<file path="src/include/flash_host_pkg.sv">
// constants and types for the sector erase host controller
package flash_host_pkg;

  // register byte offsets on the avalon slave
  localparam logic [4:0] REG_CMD    = 5'h00;
  localparam logic [4:0] REG_SECTOR = 5'h04;
  localparam logic [4:0] REG_ADDR   = 5'h08;
  localparam logic [4:0] REG_WDATA  = 5'h0C;
  localparam logic [4:0] REG_STATUS = 5'h10;
  localparam logic [4:0] REG_RDATA  = 5'h14;

  // status register bit positions
  localparam int ST_MODE_LSB  = 0;
  localparam int ST_ENG_BUSY  = 4;
  localparam int ST_READY     = 5;
  localparam int ST_REFUSED   = 6;
  localparam int ST_ABORTED   = 7;
  localparam int ST_WIN_OPEN  = 8;

  // flash command addresses and codes (word mode)
  localparam logic [20:0] UNLOCK1_ADDR = 21'h00_0555;
  localparam logic [20:0] UNLOCK2_ADDR = 21'h00_02AA;
  localparam logic [20:0] ANY_ADDR     = 21'h00_0000;
  localparam logic [15:0] CODE_UNLOCK1 = 16'h00AA;
  localparam logic [15:0] CODE_UNLOCK2 = 16'h0055;
  localparam logic [15:0] CODE_SETUP   = 16'h0080;
  localparam logic [15:0] CODE_SECTOR  = 16'h0030;
  localparam logic [15:0] CODE_RESUME  = 16'h0030;
  localparam logic [15:0] CODE_SUSPEND = 16'h00B0;
  localparam logic [15:0] CODE_RESET   = 16'h00F0;
  localparam logic [15:0] CODE_IDENT   = 16'h0090;
  localparam logic [15:0] CODE_PROGRAM = 16'h00A0;

  // timing, clock at 25 MHz
  localparam int CLK_KHZ        = 25000;
  localparam int WINDOW_US      = 50;
  localparam int SUSPEND_US     = 20;
  localparam int RESET_PULSE_NS = 500;
  localparam int WINDOW_CYC     = WINDOW_US * CLK_KHZ / 1000;
  localparam int SUSPEND_CYC    = (SUSPEND_US * CLK_KHZ + 999) / 1000;
  localparam int RESET_CYC      = (RESET_PULSE_NS * CLK_KHZ / 1000 + 999) / 1000;
  localparam logic [11:0] WINDOW_LIM  = 12'(WINDOW_CYC);
  localparam logic [11:0] SUSPEND_LIM = 12'(SUSPEND_CYC);
  localparam logic [11:0] RESET_LIM   = 12'(RESET_CYC);
  localparam logic [11:0] WE_LOW_LIM  = 12'h0002;
  localparam logic [11:0] READ_LIM    = 12'h0006;
  localparam logic [11:0] GUARD_LIM   = 12'h0008;

  // host orders written to the command register
  typedef enum logic [3:0] {
    OP_NONE    = 4'b0000,
    OP_ERASE   = 4'b0001,
    OP_ADD     = 4'b0010,
    OP_SUSPEND = 4'b0011,
    OP_RESUME  = 4'b0100,
    OP_READ    = 4'b0101,
    OP_PROGRAM = 4'b0110,
    OP_IDENT   = 4'b0111,
    OP_RESET   = 4'b1000,
    OP_HWRESET = 4'b1001
  } op_t;

  // tracked mode of the erasing bank
  typedef enum logic [3:0] {
    MODE_READ       = 4'b0000,
    MODE_WINDOW     = 4'b0001,
    MODE_ERASE      = 4'b0010,
    MODE_SUSPENDING = 4'b0011,
    MODE_SUSP       = 4'b0100,
    MODE_SUSP_PROG  = 4'b0101,
    MODE_IDENT      = 4'b0110,
    MODE_IDENT_SUSP = 4'b0111,
    MODE_PROG       = 4'b1000
  } mode_t;

  // bus cycle engine states
  typedef enum logic [2:0] {
    ENG_IDLE  = 3'b000,
    ENG_SETUP = 3'b001,
    ENG_WE    = 3'b010,
    ENG_HOLD  = 3'b011,
    ENG_RD    = 3'b100,
    ENG_RST   = 3'b101
  } eng_t;

  // one write cycle of a command sequence
  typedef struct packed {
    logic [20:0] addr;
    logic [15:0] data;
    logic        last;
  } step_t;

  // pins driven toward the flash
  typedef struct packed {
    logic [20:0] addr;
    logic [15:0] dout;
    logic        dq_oe_n;
    logic        ce_n;
    logic        oe_n;
    logic        we_n;
    logic        rst_n;
  } pins_t;

endpackage : flash_host_pkg

</file>
<file path="src/flash_host_ctrl.sv">
// host controller issuing sector erase, suspend and resume to a dual-bank flash
// Summary of operation
// six-write erase sequence in fixed order
// device preprograms itself, host sends nothing
// device accepts added sectors during window
// host adds sectors only inside window
// additions go back to back, uninterrupted
// other command in window resets bank
// window timed from final write strobe
// erase end returns bank to array read
// erase progress visible on ready pin
// during erase only suspend is sent
// hardware reset aborts, sequence must restart
// suspend is B0 to bank address
// device ignores suspend during other operations
// suspend settles within 20 us, window ends
// suspended bank allows reads and programs
// suspended sectors return status on reads
// suspended program returns to suspended read
// identification allowed while suspended
// resume is 30 to bank, once
// reset command leaves identification mode
// polling bit zero while erasing
// toggle bit stops on suspend
// ready pin low while erasing or programming
// bank mode tracked, commands checked against it
//
// The Avalon-MM slave port and the address map were chosen for this implementation.
module flash_host_ctrl (
  input  wire logic                  clk,
  input  wire logic                  nrst,
  input  wire logic [4:0]            avs_address,
  input  wire logic                  avs_read,
  input  wire logic                  avs_write,
  input  wire logic [31:0]           avs_writedata,
  output logic      [31:0]           avs_readdata,
  output logic                       avs_waitrequest,
  output flash_host_pkg::pins_t      flash_pins,
  input  wire logic [15:0]           dq_in,
  input  wire logic                  ready_busy_pin
);

  flash_host_pkg::eng_t  eng_q, eng_d;
  flash_host_pkg::mode_t mode_q, mode_d;
  flash_host_pkg::op_t   op_q;
  flash_host_pkg::pins_t pins_q, pins_d;
  flash_host_pkg::step_t step, pin_step;
  logic [2:0]  idx_q;
  logic [11:0] cnt_q;
  logic [11:0] win_q;
  logic [11:0] susp_q;
  logic [11:0] guard_q;
  logic [20:0] sector_q, addr_q;
  logic [15:0] wdata_q, rdata_q;
  logic [31:0] readdata_q;
  logic        rack_q, refused_q, aborted_q;
  logic [2:0]  rb_s;
  logic        rb_q;
  logic [15:0] dq_s1, dq_s2, dq_s3;

  // register decode
  wire       wr_cmd   = avs_write && avs_address == flash_host_pkg::REG_CMD;
  wire       wr_stat  = avs_write && avs_address == flash_host_pkg::REG_STATUS;
  wire       eng_idle = eng_q == flash_host_pkg::ENG_IDLE;
  wire       wr_ok    = avs_write && eng_idle;
  wire       new_op_v = avs_writedata[3:0] <= 4'h9;
  wire [3:0] new_op_b = new_op_v ? avs_writedata[3:0] : 4'h0;
  wire flash_host_pkg::op_t new_op = flash_host_pkg::op_t'(new_op_b);
  wire       win_open = mode_q == flash_host_pkg::MODE_WINDOW && win_q < flash_host_pkg::WINDOW_LIM;
  wire       guard_ok = guard_q == flash_host_pkg::GUARD_LIM;

  // legality of an order against the tracked bank mode
  wire legal_erase = mode_q == flash_host_pkg::MODE_READ;
  wire legal_add   = win_open;
  wire legal_susp  = mode_q == flash_host_pkg::MODE_WINDOW ||
                     mode_q == flash_host_pkg::MODE_ERASE;
  wire legal_res   = mode_q == flash_host_pkg::MODE_SUSP;
  wire legal_prog  = mode_q == flash_host_pkg::MODE_READ ||
                     mode_q == flash_host_pkg::MODE_SUSP;
  wire legal_ident = legal_prog;
  wire legal_rst   = mode_q == flash_host_pkg::MODE_IDENT ||
                     mode_q == flash_host_pkg::MODE_IDENT_SUSP;
  wire legal =
    (new_op == flash_host_pkg::OP_ERASE   && legal_erase) ||
    (new_op == flash_host_pkg::OP_ADD     && legal_add)   ||
    (new_op == flash_host_pkg::OP_SUSPEND && legal_susp)  ||
    (new_op == flash_host_pkg::OP_RESUME  && legal_res)   ||
    (new_op == flash_host_pkg::OP_READ)                   ||
    (new_op == flash_host_pkg::OP_PROGRAM && legal_prog)  ||
    (new_op == flash_host_pkg::OP_IDENT   && legal_ident) ||
    (new_op == flash_host_pkg::OP_RESET   && legal_rst)   ||
    (new_op == flash_host_pkg::OP_HWRESET);              // see R6 see R10
  wire start   = wr_cmd && eng_idle && legal;
  wire refuse  = wr_cmd && eng_idle && !legal;

  // avalon handshake: commands and writes stall while the engine runs
  assign avs_waitrequest = (avs_write && !eng_idle) || (avs_read && !rack_q);
  assign avs_readdata    = readdata_q;

  // write sequence table for the current order
  function automatic flash_host_pkg::step_t step_of(
    input flash_host_pkg::op_t op,
    input logic [2:0]          idx,
    input logic [20:0]         sa,
    input logic [20:0]         pa,
    input logic [15:0]         pd
  );
    flash_host_pkg::step_t s;
    s = '{addr: sa, data: flash_host_pkg::CODE_SECTOR, last: 1'b1};
    unique case (op)
      flash_host_pkg::OP_ERASE, flash_host_pkg::OP_PROGRAM, flash_host_pkg::OP_IDENT: begin
        unique case (idx)
          3'd0, 3'd3: begin
            s = '{flash_host_pkg::UNLOCK1_ADDR, flash_host_pkg::CODE_UNLOCK1, 1'b0};
            if (op == flash_host_pkg::OP_PROGRAM && idx == 3'd3) s = '{pa, pd, 1'b1};  // data word
          end
          3'd1, 3'd4: s = '{flash_host_pkg::UNLOCK2_ADDR, flash_host_pkg::CODE_UNLOCK2, 1'b0};
          3'd2: begin
            s.addr = flash_host_pkg::UNLOCK1_ADDR;
            s.data = op == flash_host_pkg::OP_ERASE ? flash_host_pkg::CODE_SETUP :
                     op == flash_host_pkg::OP_IDENT ? flash_host_pkg::CODE_IDENT :
                     flash_host_pkg::CODE_PROGRAM;
            s.last = op == flash_host_pkg::OP_IDENT;
          end
          default: s = '{sa, flash_host_pkg::CODE_SECTOR, idx == 3'd5};
        endcase
      end
      flash_host_pkg::OP_SUSPEND: s.data = flash_host_pkg::CODE_SUSPEND;
      flash_host_pkg::OP_RESUME:  s.data = flash_host_pkg::CODE_RESUME;
      flash_host_pkg::OP_RESET:   s = '{flash_host_pkg::ANY_ADDR, flash_host_pkg::CODE_RESET, 1'b1};
      default:                    s.data = flash_host_pkg::CODE_SECTOR;   // added sector
    endcase
    return s;
  endfunction : step_of

  assign step = step_of(op_q, idx_q, sector_q, addr_q, wdata_q);
  assign pin_step = eng_q == flash_host_pkg::ENG_IDLE ?
                    step_of(new_op, 3'd0, sector_q, addr_q, wdata_q) :
                    eng_q == flash_host_pkg::ENG_HOLD && !step.last ?
                    step_of(op_q, idx_q + 3'd1, sector_q, addr_q, wdata_q) : step;

  // engine phase ends
  wire cnt_done = cnt_q == 12'h000;
  wire seq_done = eng_q == flash_host_pkg::ENG_HOLD && step.last;
  wire rd_done  = eng_q == flash_host_pkg::ENG_RD && cnt_done;
  wire rst_done = eng_q == flash_host_pkg::ENG_RST && cnt_done;

  // engine next state
  always_comb begin
    eng_d = eng_q;
    unique case (eng_q)
      flash_host_pkg::ENG_IDLE: begin
        if (start) begin
          eng_d = new_op == flash_host_pkg::OP_READ    ? flash_host_pkg::ENG_RD :
                  new_op == flash_host_pkg::OP_HWRESET ? flash_host_pkg::ENG_RST :
                  flash_host_pkg::ENG_SETUP;
        end
      end
      flash_host_pkg::ENG_SETUP: eng_d = flash_host_pkg::ENG_WE;
      flash_host_pkg::ENG_WE:    eng_d = cnt_done ? flash_host_pkg::ENG_HOLD : flash_host_pkg::ENG_WE;
      flash_host_pkg::ENG_HOLD:  eng_d = step.last ? flash_host_pkg::ENG_IDLE : flash_host_pkg::ENG_SETUP;
      flash_host_pkg::ENG_RD:    eng_d = cnt_done ? flash_host_pkg::ENG_IDLE : flash_host_pkg::ENG_RD;
      flash_host_pkg::ENG_RST:   eng_d = cnt_done ? flash_host_pkg::ENG_IDLE : flash_host_pkg::ENG_RST;
      default:                   eng_d = flash_host_pkg::ENG_IDLE;
    endcase
  end

  // pin values for the coming cycle
  always_comb begin
    pins_d = '{addr: pins_q.addr, dout: pins_q.dout, dq_oe_n: 1'b1, ce_n: 1'b1,
               oe_n: 1'b1, we_n: 1'b1, rst_n: 1'b1};
    unique case (eng_d)
      flash_host_pkg::ENG_SETUP, flash_host_pkg::ENG_WE, flash_host_pkg::ENG_HOLD: begin
        pins_d.addr    = pin_step.addr;
        pins_d.dout    = pin_step.data;
        pins_d.dq_oe_n = 1'b0;
        pins_d.ce_n    = 1'b0;
        pins_d.we_n    = eng_d != flash_host_pkg::ENG_WE;
      end
      flash_host_pkg::ENG_RD: begin
        pins_d.addr = addr_q;
        pins_d.ce_n = 1'b0;
        pins_d.oe_n = 1'b0;
      end
      flash_host_pkg::ENG_RST: pins_d.rst_n = 1'b0;
      default: pins_d.ce_n = 1'b1;
    endcase
  end

  // bank mode tracking
  always_comb begin
    mode_d = mode_q;
    if (rst_done) begin
      mode_d = flash_host_pkg::MODE_READ;
    end else if (seq_done) begin
      unique case (op_q)
        flash_host_pkg::OP_ERASE, flash_host_pkg::OP_ADD: mode_d = flash_host_pkg::MODE_WINDOW;
        flash_host_pkg::OP_SUSPEND: mode_d = mode_q == flash_host_pkg::MODE_WINDOW ?
                                    flash_host_pkg::MODE_SUSP : flash_host_pkg::MODE_SUSPENDING;
        flash_host_pkg::OP_RESUME:  mode_d = flash_host_pkg::MODE_ERASE;
        flash_host_pkg::OP_PROGRAM: mode_d = mode_q == flash_host_pkg::MODE_SUSP ?
                                    flash_host_pkg::MODE_SUSP_PROG : flash_host_pkg::MODE_PROG;
        flash_host_pkg::OP_IDENT:   mode_d = mode_q == flash_host_pkg::MODE_SUSP ?
                                    flash_host_pkg::MODE_IDENT_SUSP : flash_host_pkg::MODE_IDENT;
        flash_host_pkg::OP_RESET:   mode_d = mode_q == flash_host_pkg::MODE_IDENT_SUSP ?
                                    flash_host_pkg::MODE_SUSP : flash_host_pkg::MODE_READ;
        default:                    mode_d = mode_q;
      endcase
    end else if (mode_q == flash_host_pkg::MODE_WINDOW && !win_open) begin
      mode_d = flash_host_pkg::MODE_ERASE;
    end else if (mode_q == flash_host_pkg::MODE_SUSPENDING && susp_q == flash_host_pkg::SUSPEND_LIM) begin
      mode_d = flash_host_pkg::MODE_SUSP;
    end else if (guard_ok && rb_q) begin
      // ready pin released: erase or program finished
      if (mode_q == flash_host_pkg::MODE_ERASE || mode_q == flash_host_pkg::MODE_PROG) begin
        mode_d = flash_host_pkg::MODE_READ;                                 // see R8 see R9
      end else if (mode_q == flash_host_pkg::MODE_SUSP_PROG) begin
        mode_d = flash_host_pkg::MODE_SUSP;
      end
    end
  end

  // engine, counters and pin registers
  always_ff @(posedge clk or negedge nrst) begin
    if (!nrst) begin
      eng_q  <= flash_host_pkg::ENG_IDLE;
      op_q   <= flash_host_pkg::OP_NONE;
      idx_q  <= 3'd0;
      cnt_q  <= 12'h000;
      pins_q <= '{addr: '0, dout: '0, dq_oe_n: 1'b1, ce_n: 1'b1, oe_n: 1'b1, we_n: 1'b1,
                  rst_n: 1'b1};
    end else begin
      eng_q  <= eng_d;
      pins_q <= pins_d;
      if (start) begin
        op_q  <= new_op;
        idx_q <= 3'd0;
      end else if (eng_q == flash_host_pkg::ENG_HOLD && !step.last) begin
        idx_q <= idx_q + 3'd1;
      end
      if (eng_d == flash_host_pkg::ENG_WE && eng_q != flash_host_pkg::ENG_WE) begin
        cnt_q <= flash_host_pkg::WE_LOW_LIM - 12'h001;
      end else if (eng_d == flash_host_pkg::ENG_RD && eng_q == flash_host_pkg::ENG_IDLE) begin
        cnt_q <= flash_host_pkg::READ_LIM - 12'h001;
      end else if (eng_d == flash_host_pkg::ENG_RST && eng_q == flash_host_pkg::ENG_IDLE) begin
        cnt_q <= flash_host_pkg::RESET_LIM - 12'h001;
      end else if (!cnt_done) begin
        cnt_q <= cnt_q - 12'h001;
      end
    end
  end

  // mode, window timer, suspend wait and busy guard
  always_ff @(posedge clk or negedge nrst) begin
    if (!nrst) begin
      mode_q  <= flash_host_pkg::MODE_READ;
      win_q   <= 12'h000;
      susp_q  <= 12'h000;
      guard_q <= 12'h000;
    end else begin
      mode_q  <= mode_d;
      win_q   <= seq_done ? 12'h000 : (win_open ? win_q + 12'h001 : win_q);
      susp_q  <= mode_q == flash_host_pkg::MODE_SUSPENDING ? susp_q + 12'h001 : 12'h000;
      guard_q <= mode_d != mode_q ? 12'h000 : (guard_ok ? guard_q : guard_q + 12'h001);
    end
  end

  // pin synchronisers, change taken once stages two and three agree
  always_ff @(posedge clk or negedge nrst) begin
    if (!nrst) begin
      rb_s  <= 3'b111;
      rb_q  <= 1'b1;
      dq_s1 <= 16'h0000;
      dq_s2 <= 16'h0000;
      dq_s3 <= 16'h0000;
    end else begin
      rb_s  <= {rb_s[1:0], ready_busy_pin};
      rb_q  <= rb_s[1] == rb_s[2] ? rb_s[2] : rb_q;
      dq_s1 <= dq_in;
      dq_s2 <= dq_s1;
      dq_s3 <= dq_s2;
    end
  end

  // software registers and sticky flags, set wins over clear
  always_ff @(posedge clk or negedge nrst) begin
    if (!nrst) begin
      sector_q   <= '0;
      addr_q     <= '0;
      wdata_q    <= 16'h0000;
      rdata_q    <= 16'h0000;
      refused_q  <= 1'b0;
      aborted_q  <= 1'b0;
      rack_q     <= 1'b0;
      readdata_q <= 32'h0000_0000;
    end else begin
      if (wr_ok && avs_address == flash_host_pkg::REG_SECTOR) sector_q <= avs_writedata[20:0];
      if (wr_ok && avs_address == flash_host_pkg::REG_ADDR)   addr_q   <= avs_writedata[20:0];
      if (wr_ok && avs_address == flash_host_pkg::REG_WDATA)  wdata_q  <= avs_writedata[15:0];
      if (rd_done && dq_s2 == dq_s3) rdata_q <= dq_s3;                     // see R16 see R21
      refused_q <= refuse || (refused_q && !(wr_stat && avs_writedata[flash_host_pkg::ST_REFUSED]));
      aborted_q <= (start && new_op == flash_host_pkg::OP_HWRESET && mode_q != flash_host_pkg::MODE_READ) ||
                   (aborted_q && !(wr_stat && avs_writedata[flash_host_pkg::ST_ABORTED]));
      rack_q    <= avs_read && !rack_q;
      if (avs_read && !rack_q) begin  // read data holds until the next read
        unique case (avs_address)
          flash_host_pkg::REG_CMD:    readdata_q <= {28'h000_0000, op_q};
          flash_host_pkg::REG_SECTOR: readdata_q <= {11'h000, sector_q};
          flash_host_pkg::REG_ADDR:   readdata_q <= {11'h000, addr_q};
          flash_host_pkg::REG_WDATA:  readdata_q <= {16'h0000, wdata_q};
          flash_host_pkg::REG_STATUS: readdata_q <= {23'h00_0000, win_open, aborted_q, refused_q,
                                                     rb_q, !eng_idle, mode_q};
          flash_host_pkg::REG_RDATA:  readdata_q <= {16'h0000, rdata_q};
          default:                    readdata_q <= 32'h0000_0000;
        endcase
      end
    end
  end

  assign flash_pins = pins_q;

endmodule : flash_host_ctrl

</file>
<file path="config.mk">
export PLATFORM = sky130hd
export DESIGN_NAME = flash_host_ctrl
export DESIGN_NICKNAME = d
export VERILOG_FILES = /design/src/include/flash_host_pkg.sv /design/src/flash_host_ctrl.sv
export SDC_FILE = /design/constraint.sdc
export NUM_CORES = 1
export LEC_CHECK = 0
export ABC_AREA = 1
export BUFFER_PORTS_ARGS = -buffer_cell sky130_fd_sc_hd__buf_2
export CAP_MARGIN = 25
export CORE_MARGIN = 2
export CORE_UTILIZATION = 52
export CTS_BUF_LIST = sky130_fd_sc_hd__clkbuf_2 sky130_fd_sc_hd__clkbuf_4 sky130_fd_sc_hd__clkbuf_8
export CTS_CLUSTER_SIZE = 16
export DETAILED_ROUTE_END_ITERATION = 16
export PLACE_DENSITY = 0.84
export SYNTH_ARGS = -nofsm -noshare
export SYNTH_HDL_FRONTEND = slang
export SYNTH_SLANG_ARGS = --single-unit
</file>
<file path="constraint.sdc">
create_clock -name clk -period 6.95 [get_ports clk]
set_input_delay 1.39 -clock clk [delete_from_list [all_inputs] [get_ports clk]]
set_output_delay 1.39 -clock clk [all_outputs]
set_load 0.005 [all_outputs]
</file>
==> results.sh, run 1 <==
export IMPL_postCtsSetupBuffers=0
export IMPL_slew_violations=0
export IMPL_h_tree_depth=2
export IMPL_cts_root_buf="clkbuf_8"
export IMPL_r2r_start="op_q[3]"
export IMPL_gp_congestion=0.952
export IMPL_syn_cell_area_sq_um=13300
export IMPL_status="complete, no violations"
export IMPL_skew_ns=0.0604
export IMPL_critPathArrivalTime_ns=4.43
export IMPL_setup_violations=0
export IMPL_worstReg2RegEnd="flash_pins[32]"
export IMPL_dr_pass1_iters=6
export IMPL_slowest_delay_ns=0.75
export IMPL_ys_seq_area_share_pct=47.9
export IMPL_port_buffers=110
export IMPL_final_common_cell="nand2_1"
export IMPL_reg2reg_depth=16
export IMPL_dp_slack_ns=3.07
export IMPL_slowest_stage="nor2_2"
export IMPL_clk_pin_slew_worst_paths_ns=0.06
export IMPL_grt_total_usage_pct=27.6
export IMPL_cts_resized_gates=0
export IMPL_path_common_cell="nand2_1"
export IMPL_dp_cells=2080
export IMPL_irDropWorstVdd_uv=186
export IMPL_yosys_most_used_dff="dfrtp_1"
export IMPL_stdcell_area_sq_um=14900
export IMPL_setup_worst_path_start="op_q[3]"
export IMPL_yosys_cell_types_count=50
export IMPL_layout_setup_ws_ns=3.06
export IMPL_reg2reg_setup_slack_ns=3.06
export IMPL_required_ns=7.49
export IMPL_ys_async_sr_fraction_pct=100
export IMPL_ys_ff_latch=254
export IMPL_dp_hpwl_mm=25.5
export IMPL_clock_sinks=254
export IMPL_synth_cells=1691
export IMPL_fp_coreArea_sq_um=25200
export IMPL_start_util_pct=52.8
export IMPL_layout_cells_non_filler=2159
export IMPL_hold_buffers=0
export IMPL_avgViaCountPerCell=5.61
export IMPL_antennaDiodeCount=0
export IMPL_via_count=12100
export IMPL_synth_edf_count=0
export IMPL_die_h_um=164
export IMPL_power_density_nw_per_um2=328
export IMPL_critical_path_class="reg2reg"
export IMPL_die_area_sq_um=26900
export IMPL_drive_gt1_share_pct=16.3
export IMPL_start_kind="flip-flop"
export IMPL_die_x_um=164
export IMPL_nets=1867
export IMPL_num_rows=58
export IMPL_ys_warn_count=0
export IMPL_wirelength_mm=36.5
export IMPL_grt_pass1_wl_mm=58.7
export IMPL_fmax_ghz=0.257
export IMPL_grt_max_degree=161
export IMPL_cap_violations=0
export IMPL_slew_headroom_pct=24.8
export IMPL_place_area_sq_um=14000
export IMPL_worstMarginPinSlew_ns=1.12
export IMPL_antenna_left=0
export IMPL_layout_min_cycle_time_ns=3.89
export IMPL_clockBufferDepth=3
export IMPL_syn_area_per_cell_sq_um=7.87
export IMPL_post_drt_wl_per_cell_um=16.9
export IMPL_setup_tns_ns=0
export IMPL_finalHoldViolCount=0
export IMPL_power_leakage_nw=7.43
export IMPL_first_iter_violations=1497
export IMPL_grt_pass1_vias=11200
export IMPL_grt_overflow_total=0
export IMPL_io_pins=133
export IMPL_syn2layout_area_growth_pct=12.2
export IMPL_crit_chain="inv_2, nand2_1, nor2_2, nand2_1, nand3_2, nor2_4, nand2_1, buf_4, nand2_1, inv_2, nand3_2, nor2_2, nand2_1, nand2_1, inv_1, nand2_1"
export IMPL_min_path_type="reg2reg"
export IMPL_route_detailed_drc=0
export IMPL_clk_latency_ns=0.60
export IMPL_antenna_found_initial=0
export IMPL_cts_tree="yes"
export IMPL_period_share_pct=55.9
export IMPL_cp_end_kind="flip-flop"
export IMPL_setup_worst_path_end="flash_pins[32]"
export IMPL_path_max_fanout=38
export IMPL_grt_setup_unrepaired="false"
export IMPL_cts_inserted_buffers=42
export IMPL_final_cell_mix="nand2_1 (502), dfrtp_1 (245), o21ai_0 (159), inv_1 (157), nor2_1 (121)"
==> metal layers <==
metal | wire length, um | global-route usage, %
met2 | 16100 | 41.7
met3 | 4200 | 6.87
met5 | 0 | 0
met4 | 1240 | 9.77
met1 | 15000 | 39.0
==> synthesized netlist by cell type, types with 5 or more instances <==
| master | number | area [sq um] |
|---|---|---|
| o211ai_1 | 17 | 128 |
| nand3_2 | 9 | 90.1 |
| mux2_2 | 15 | 169 |
| nor3_1 | 21 | 105 |
| buf_6 | 6 | 67.6 |
| o22ai_1 | 10 | 62.6 |
| a21oi_1 | 52 | 260 |
| dfstp_2 | 9 | 236 |
| xor2_1 | 17 | 149 |
| nor2_2 | 22 | 138 |
| inv_2 | 22 | 82.6 |
| nor2_1 | 122 | 458 |
| ha_1 | 14 | 175 |
| clkbuf_1 | 27 | 101 |
| o21ai_1 | 25 | 125 |
| nand4_1 | 22 | 138 |
| buf_2 | 19 | 95.1 |
| o21ai_0 | 159 | 796 |
| nand3_1 | 91 | 455 |
| nor2_4 | 5 | 56.3 |
| nand2_1 | 502 | 1880 |
| nor4_1 | 6 | 37.5 |
| dfrtp_1 | 245 | 6130 |
| inv_1 | 157 | 589 |
| nand2_2 | 11 | 68.8 |
| a221oi_1 | 12 | 105 |
| buf_4 | 15 | 113 |
| xnor2_1 | 17 | 149 |
| a22oi_1 | 5 | 37.5 |
==> cell type report <==
| class | instances | area (sq um) |
|---|---|---|
| Fill cell | 2193 | 10200 |
| Sequential cell | 254 | 6370 |
| Multi-Input combinational cell | 1196 | 5920 |
| Clock buffer | 67 | 828 |
| Inverter | 182 | 683 |
| Timing Repair Buffer | 119 | 641 |
| Tap cell | 330 | 413 |
| Clock inverter | 11 | 83.8 |
==> stage by stage <==
step	util [%]	hold slack (ns)	power (mW)
5_1_grt	59.3	0.356	5.21
2_1_floorplan	-	0.331	3.02
3_5_place_dp	55.6	0.335	3.47
4_1_cts	59.3	0.345	4.87
3_3_place_gp	55.6	0.333	3.41
6_report	59.3	0.345	4.89
==> logic make-up (layout without fill, tap and decap cells) <==
logic type	count (synthesis)	count (layout)	synth area share, %
other	1	11	0.0282
AND/OR/NAND/NOR	824	824	26.8
AO/OA/AOI/OAI	297	297	12.4
XOR/XNOR	34	34	2.24
adder cells (fa/ha/maj)	15	15	1.39
buffers and inverters	251	379	8.02
multiplexers	15	15	1.27
flip-flops	254	254	47.9
==> worst min-delay path by stage <==
| stage | from | endpoint | cells past startpoint |
|---|---|---|---|
| 2_1_floorplan | dq_s1[0] | dq_s2[0] | 0 |
| 3_3_place_gp | dq_s1[13] | dq_s2[13] | 0 |
| 3_5_place_dp | dq_s1[13] | dq_s2[13] | 0 |
| 4_1_cts | dq_s1[7] | dq_s2[7] | 0 |
| 5_1_grt | dq_s1[0] | dq_s2[0] | 0 |
| 6_report | dq_s1[14] | dq_s2[14] | 0 |
==> registers in the layout, indices dropped and copies added (netlist names), 16 cells and up <==
register	count
flash_pins	42
dq_s3	16
dq_s2	16
avs_readdata	21
wdata_q	16
rdata_q	16
addr_q	21
sector_q	21
dq_s1	16
==> critical path, delay by kind of cell, from the launching register on <==
family,cells,cell delay [ns]
AND/OR/NAND/NOR,12,2.80
flip-flops,1,0.42
buffers and inverters,4,0.61
==> power by group <==
| part | leakage (nW) | switching, mW | internal (mW) |
|---|---|---|---|
| registers | 3.20 | 0.272 | 1.78 |
| logic | 3.74 | 0.952 | 0.493 |
| clock network | 0.494 | 0.631 | 0.769 |
(Power assumes the default switching activity.)
==> inputs of run 2 (changes only) <==
ABC_AREA = 0   (was 1)
PLACE_DENSITY = 0.87   (was 0.84)
clock period = 3.4 ns   (was 6.95 ns; I/O delays follow)
==> results.sh, run 2 <==
export IMPL_final_common_cell="dfrtp_1"
export IMPL_crit_chain="inv_1, ha_1, and4bb_2, a311o_1, or2_1, o31ai_4, and2_1, a221o_1, o221a_2"
export IMPL_slowest_delay_ns=0.44
export IMPL_fillers=1804
export IMPL_hold_buffers=0
export IMPL_avgViaCountPerCell=6.08
export IMPL_path_max_fanout=8
export IMPL_syn_cell_area_sq_um=12400
export IMPL_clock_sinks=254
export IMPL_synth_cells=1121
export IMPL_clk_latency_ns=0.55
export IMPL_die_x_um=159
export IMPL_fmax_ghz=0.314
export IMPL_grt_setup_unrepaired="false"
export IMPL_first_iter_violations=1028
export IMPL_dp_hpwl_mm=22.7
export IMPL_final_cell_mix="dfrtp_1 (245), buf_2 (109), nand2_1 (76), mux2_2 (76), nor2_1 (71)"
export IMPL_ys_ff_latch=254
export IMPL_synth_edf_count=0
export IMPL_die_area_sq_um=25100
export IMPL_dr_pass1_iters=6
export IMPL_clockBufferDepth=3
export IMPL_setup_violations=0
export IMPL_port_buffers=110
export IMPL_slew_headroom_pct=42.4
export IMPL_slew_violations=0
export IMPL_ys_top_cells_by_area="dfrtp_1 (49%), mux2_2 (6.9%), mux2i_1 (3.3%), xor2_1 (2.5%), nand2_1 (2.3%)"
export IMPL_critPathArrivalTime_ns=3.67
export IMPL_setup_tns_ns=0
export IMPL_grt_overflow_total=0
export IMPL_gp_congestion=0.981
export IMPL_cp_num_buf_inv=1
export IMPL_layout_cells_non_filler=1608
export IMPL_synth_largest_area_cell="dfrtp_1"
export IMPL_via_count=9782
export IMPL_critical_path_class="reg2reg"
export IMPL_cap_violations=0
export IMPL_power_density_nw_per_um2=577
export IMPL_irDropWorstVdd_uv=375
export IMPL_grt_max_degree=91
export IMPL_grt_pass1_vias=9663
export IMPL_io_pins=133
export IMPL_min_path_type="in2async"
export IMPL_start_kind="flip-flop"
export IMPL_yosys_most_used_dff="dfrtp_1"
export IMPL_antenna_left=0
export IMPL_post_drt_wl_per_cell_um=19.9
export IMPL_cts_tree="yes"
export IMPL_cts_root_buf="clkbuf_8"
export IMPL_largest_reg_flops=42
export IMPL_cts_inserted_buffers=41
export IMPL_required_ns=3.88
export IMPL_dp_cells=1535
export IMPL_grt_total_usage_pct=25.9
export IMPL_status="complete, no violations"
export IMPL_cp_top_family="compound AO/OA/AOI/OAI gates"
export IMPL_yosys_cell_types_count=90
export IMPL_power_leakage_nw=6.60
export IMPL_wirelength_mm=32.0
export IMPL_finalHoldViolCount=0
export IMPL_fp_coreArea_sq_um=23500
export IMPL_cp_end_kind="flip-flop"
export IMPL_h_tree_depth=2
export IMPL_start_util_pct=52.9
export IMPL_post_synth_top_count_cell="dfrtp_1"
export IMPL_nets=1332
export IMPL_period_share_pct=93.8
export IMPL_slowest_stage="a311o_1"
export IMPL_syn2layout_area_growth_pct=15.6
export IMPL_skew_ns=0.0265
export IMPL_antenna_found_initial=1
export IMPL_ys_warn_count=0
export IMPL_ys_seq_area_share_pct=51.3
export IMPL_synth_top_area_share_pct=49.4
export IMPL_clk_pin_slew_worst_paths_ns=0.07
export IMPL_grt_pass1_wl_mm=51.1
export IMPL_worstMarginPinSlew_ns=0.840
export IMPL_die_h_um=159
export IMPL_num_rows=56
export IMPL_syn_area_per_cell_sq_um=11.1
export IMPL_synth_top_cells_by_count="dfrtp_1 (245), mux2_2 (76), nand2_1 (76), nor2_1 (71), a21oi_1 (42)"
export IMPL_ys_async_sr_fraction_pct=100
export IMPL_drive_gt1_share_pct=28.0
export IMPL_layout_min_cycle_time_ns=3.19
export IMPL_route_detailed_drc=0
==> run 2: worst reg2reg max path, delay by kind of cell (launching register included) <==
kind            cells  cell delay, ns
flops               1            0.43
compound gates      4            1.20
simple gates        3            0.99
buf+inv             1            0.14
fa+ha+maj           1            0.34
==> run 2: cell type report <==
class                      instances  area [sq um]  share of cell area, %
clock buffer                      60           751                   5.23
clock inverter                    11           121                  0.845
inverter                          29           109                  0.758
sequential                       254          6370                   44.3
antenna                            1          2.50                 0.0174
timing repair buffer             161           968                   6.74
multi-input combinational        773          5640                   39.3
tap                              319           399                   2.78
==> run 2: layer usage <==
| layer | share of wire [%] | routed length, um | track usage (%) |
|---|---|---|---|
| met1 | 41 | 13100 | 35.2 |
| met2 | 47 | 14900 | 41.8 |
| met3 | 9.0 | 2880 | 4.74 |
| met4 | 3.7 | 1200 | 9.70 |
| met5 | 0 | 0 | 0 |
==> run 2: final timing paths <==
path	startpoint	end	slack, ns	cells after the start
max	idx_q[0]	flash_pins[39]	0.21	9
min	nrst	flash_pins[21]	0.16	1
max reg2reg	idx_q[0]	flash_pins[39]	0.21	9
min reg2reg	dq_s1[3]	dq_s2[3]	0.35	0
max in group asynchronous	nrst	rdata_q[0]	2.27	2
min in group clk	dq_in[12]	dq_s1[12]	0.26	1
==> run 2: power breakdown <==
| group | total (mW) | internal, mW | switching, mW |
|---|---|---|---|
| Sequential | 3.86 | 3.46 | 0.403 |
| Combinational | 1.63 | 0.768 | 0.861 |
| Clock | 2.79 | 1.58 | 1.21 |
==> run 2: cells by family (layout without fill, tap and decap cells) <==
group,Yosys count,count (layout),share of synthesized area [%]
AO/OA/AOI/OAI,262,262,16.2
AND/OR/NAND/NOR,314,314,13.3
other,1,12,0.0302
multiplexers,117,117,10.2
XOR/XNOR,54,54,3.81
flip-flops,254,254,51.3
adder cells (fa/ha/maj),15,15,1.49
buffers and inverters,104,261,3.78
==> run 2: what timing repair did <==
action	4_1_cts	5_1_grt
endpoints found under the setup margin	0	29
gates resized for setup	0	1
setup buffers	0	1
==> run 2: through the flow <==
stage | util (%) | power, mW | area [sq um] | hold WS, ns | setup WS (ns)
after floorplan | - | 4.83 | 12500 | 0.331 | 0.524
after global placement | 57.4 | 5.42 | 13500 | 0.333 | 0.235
after detailed placement | 57.4 | 5.50 | 13500 | 0.335 | 0.175
after CTS | 61.1 | 8.30 | 14300 | 0.196 | 0.134
after global routing | 61.2 | 8.68 | 14400 | 0.217 | 0.0508
final | 61.2 | 8.28 | 14400 | 0.160 | 0.211
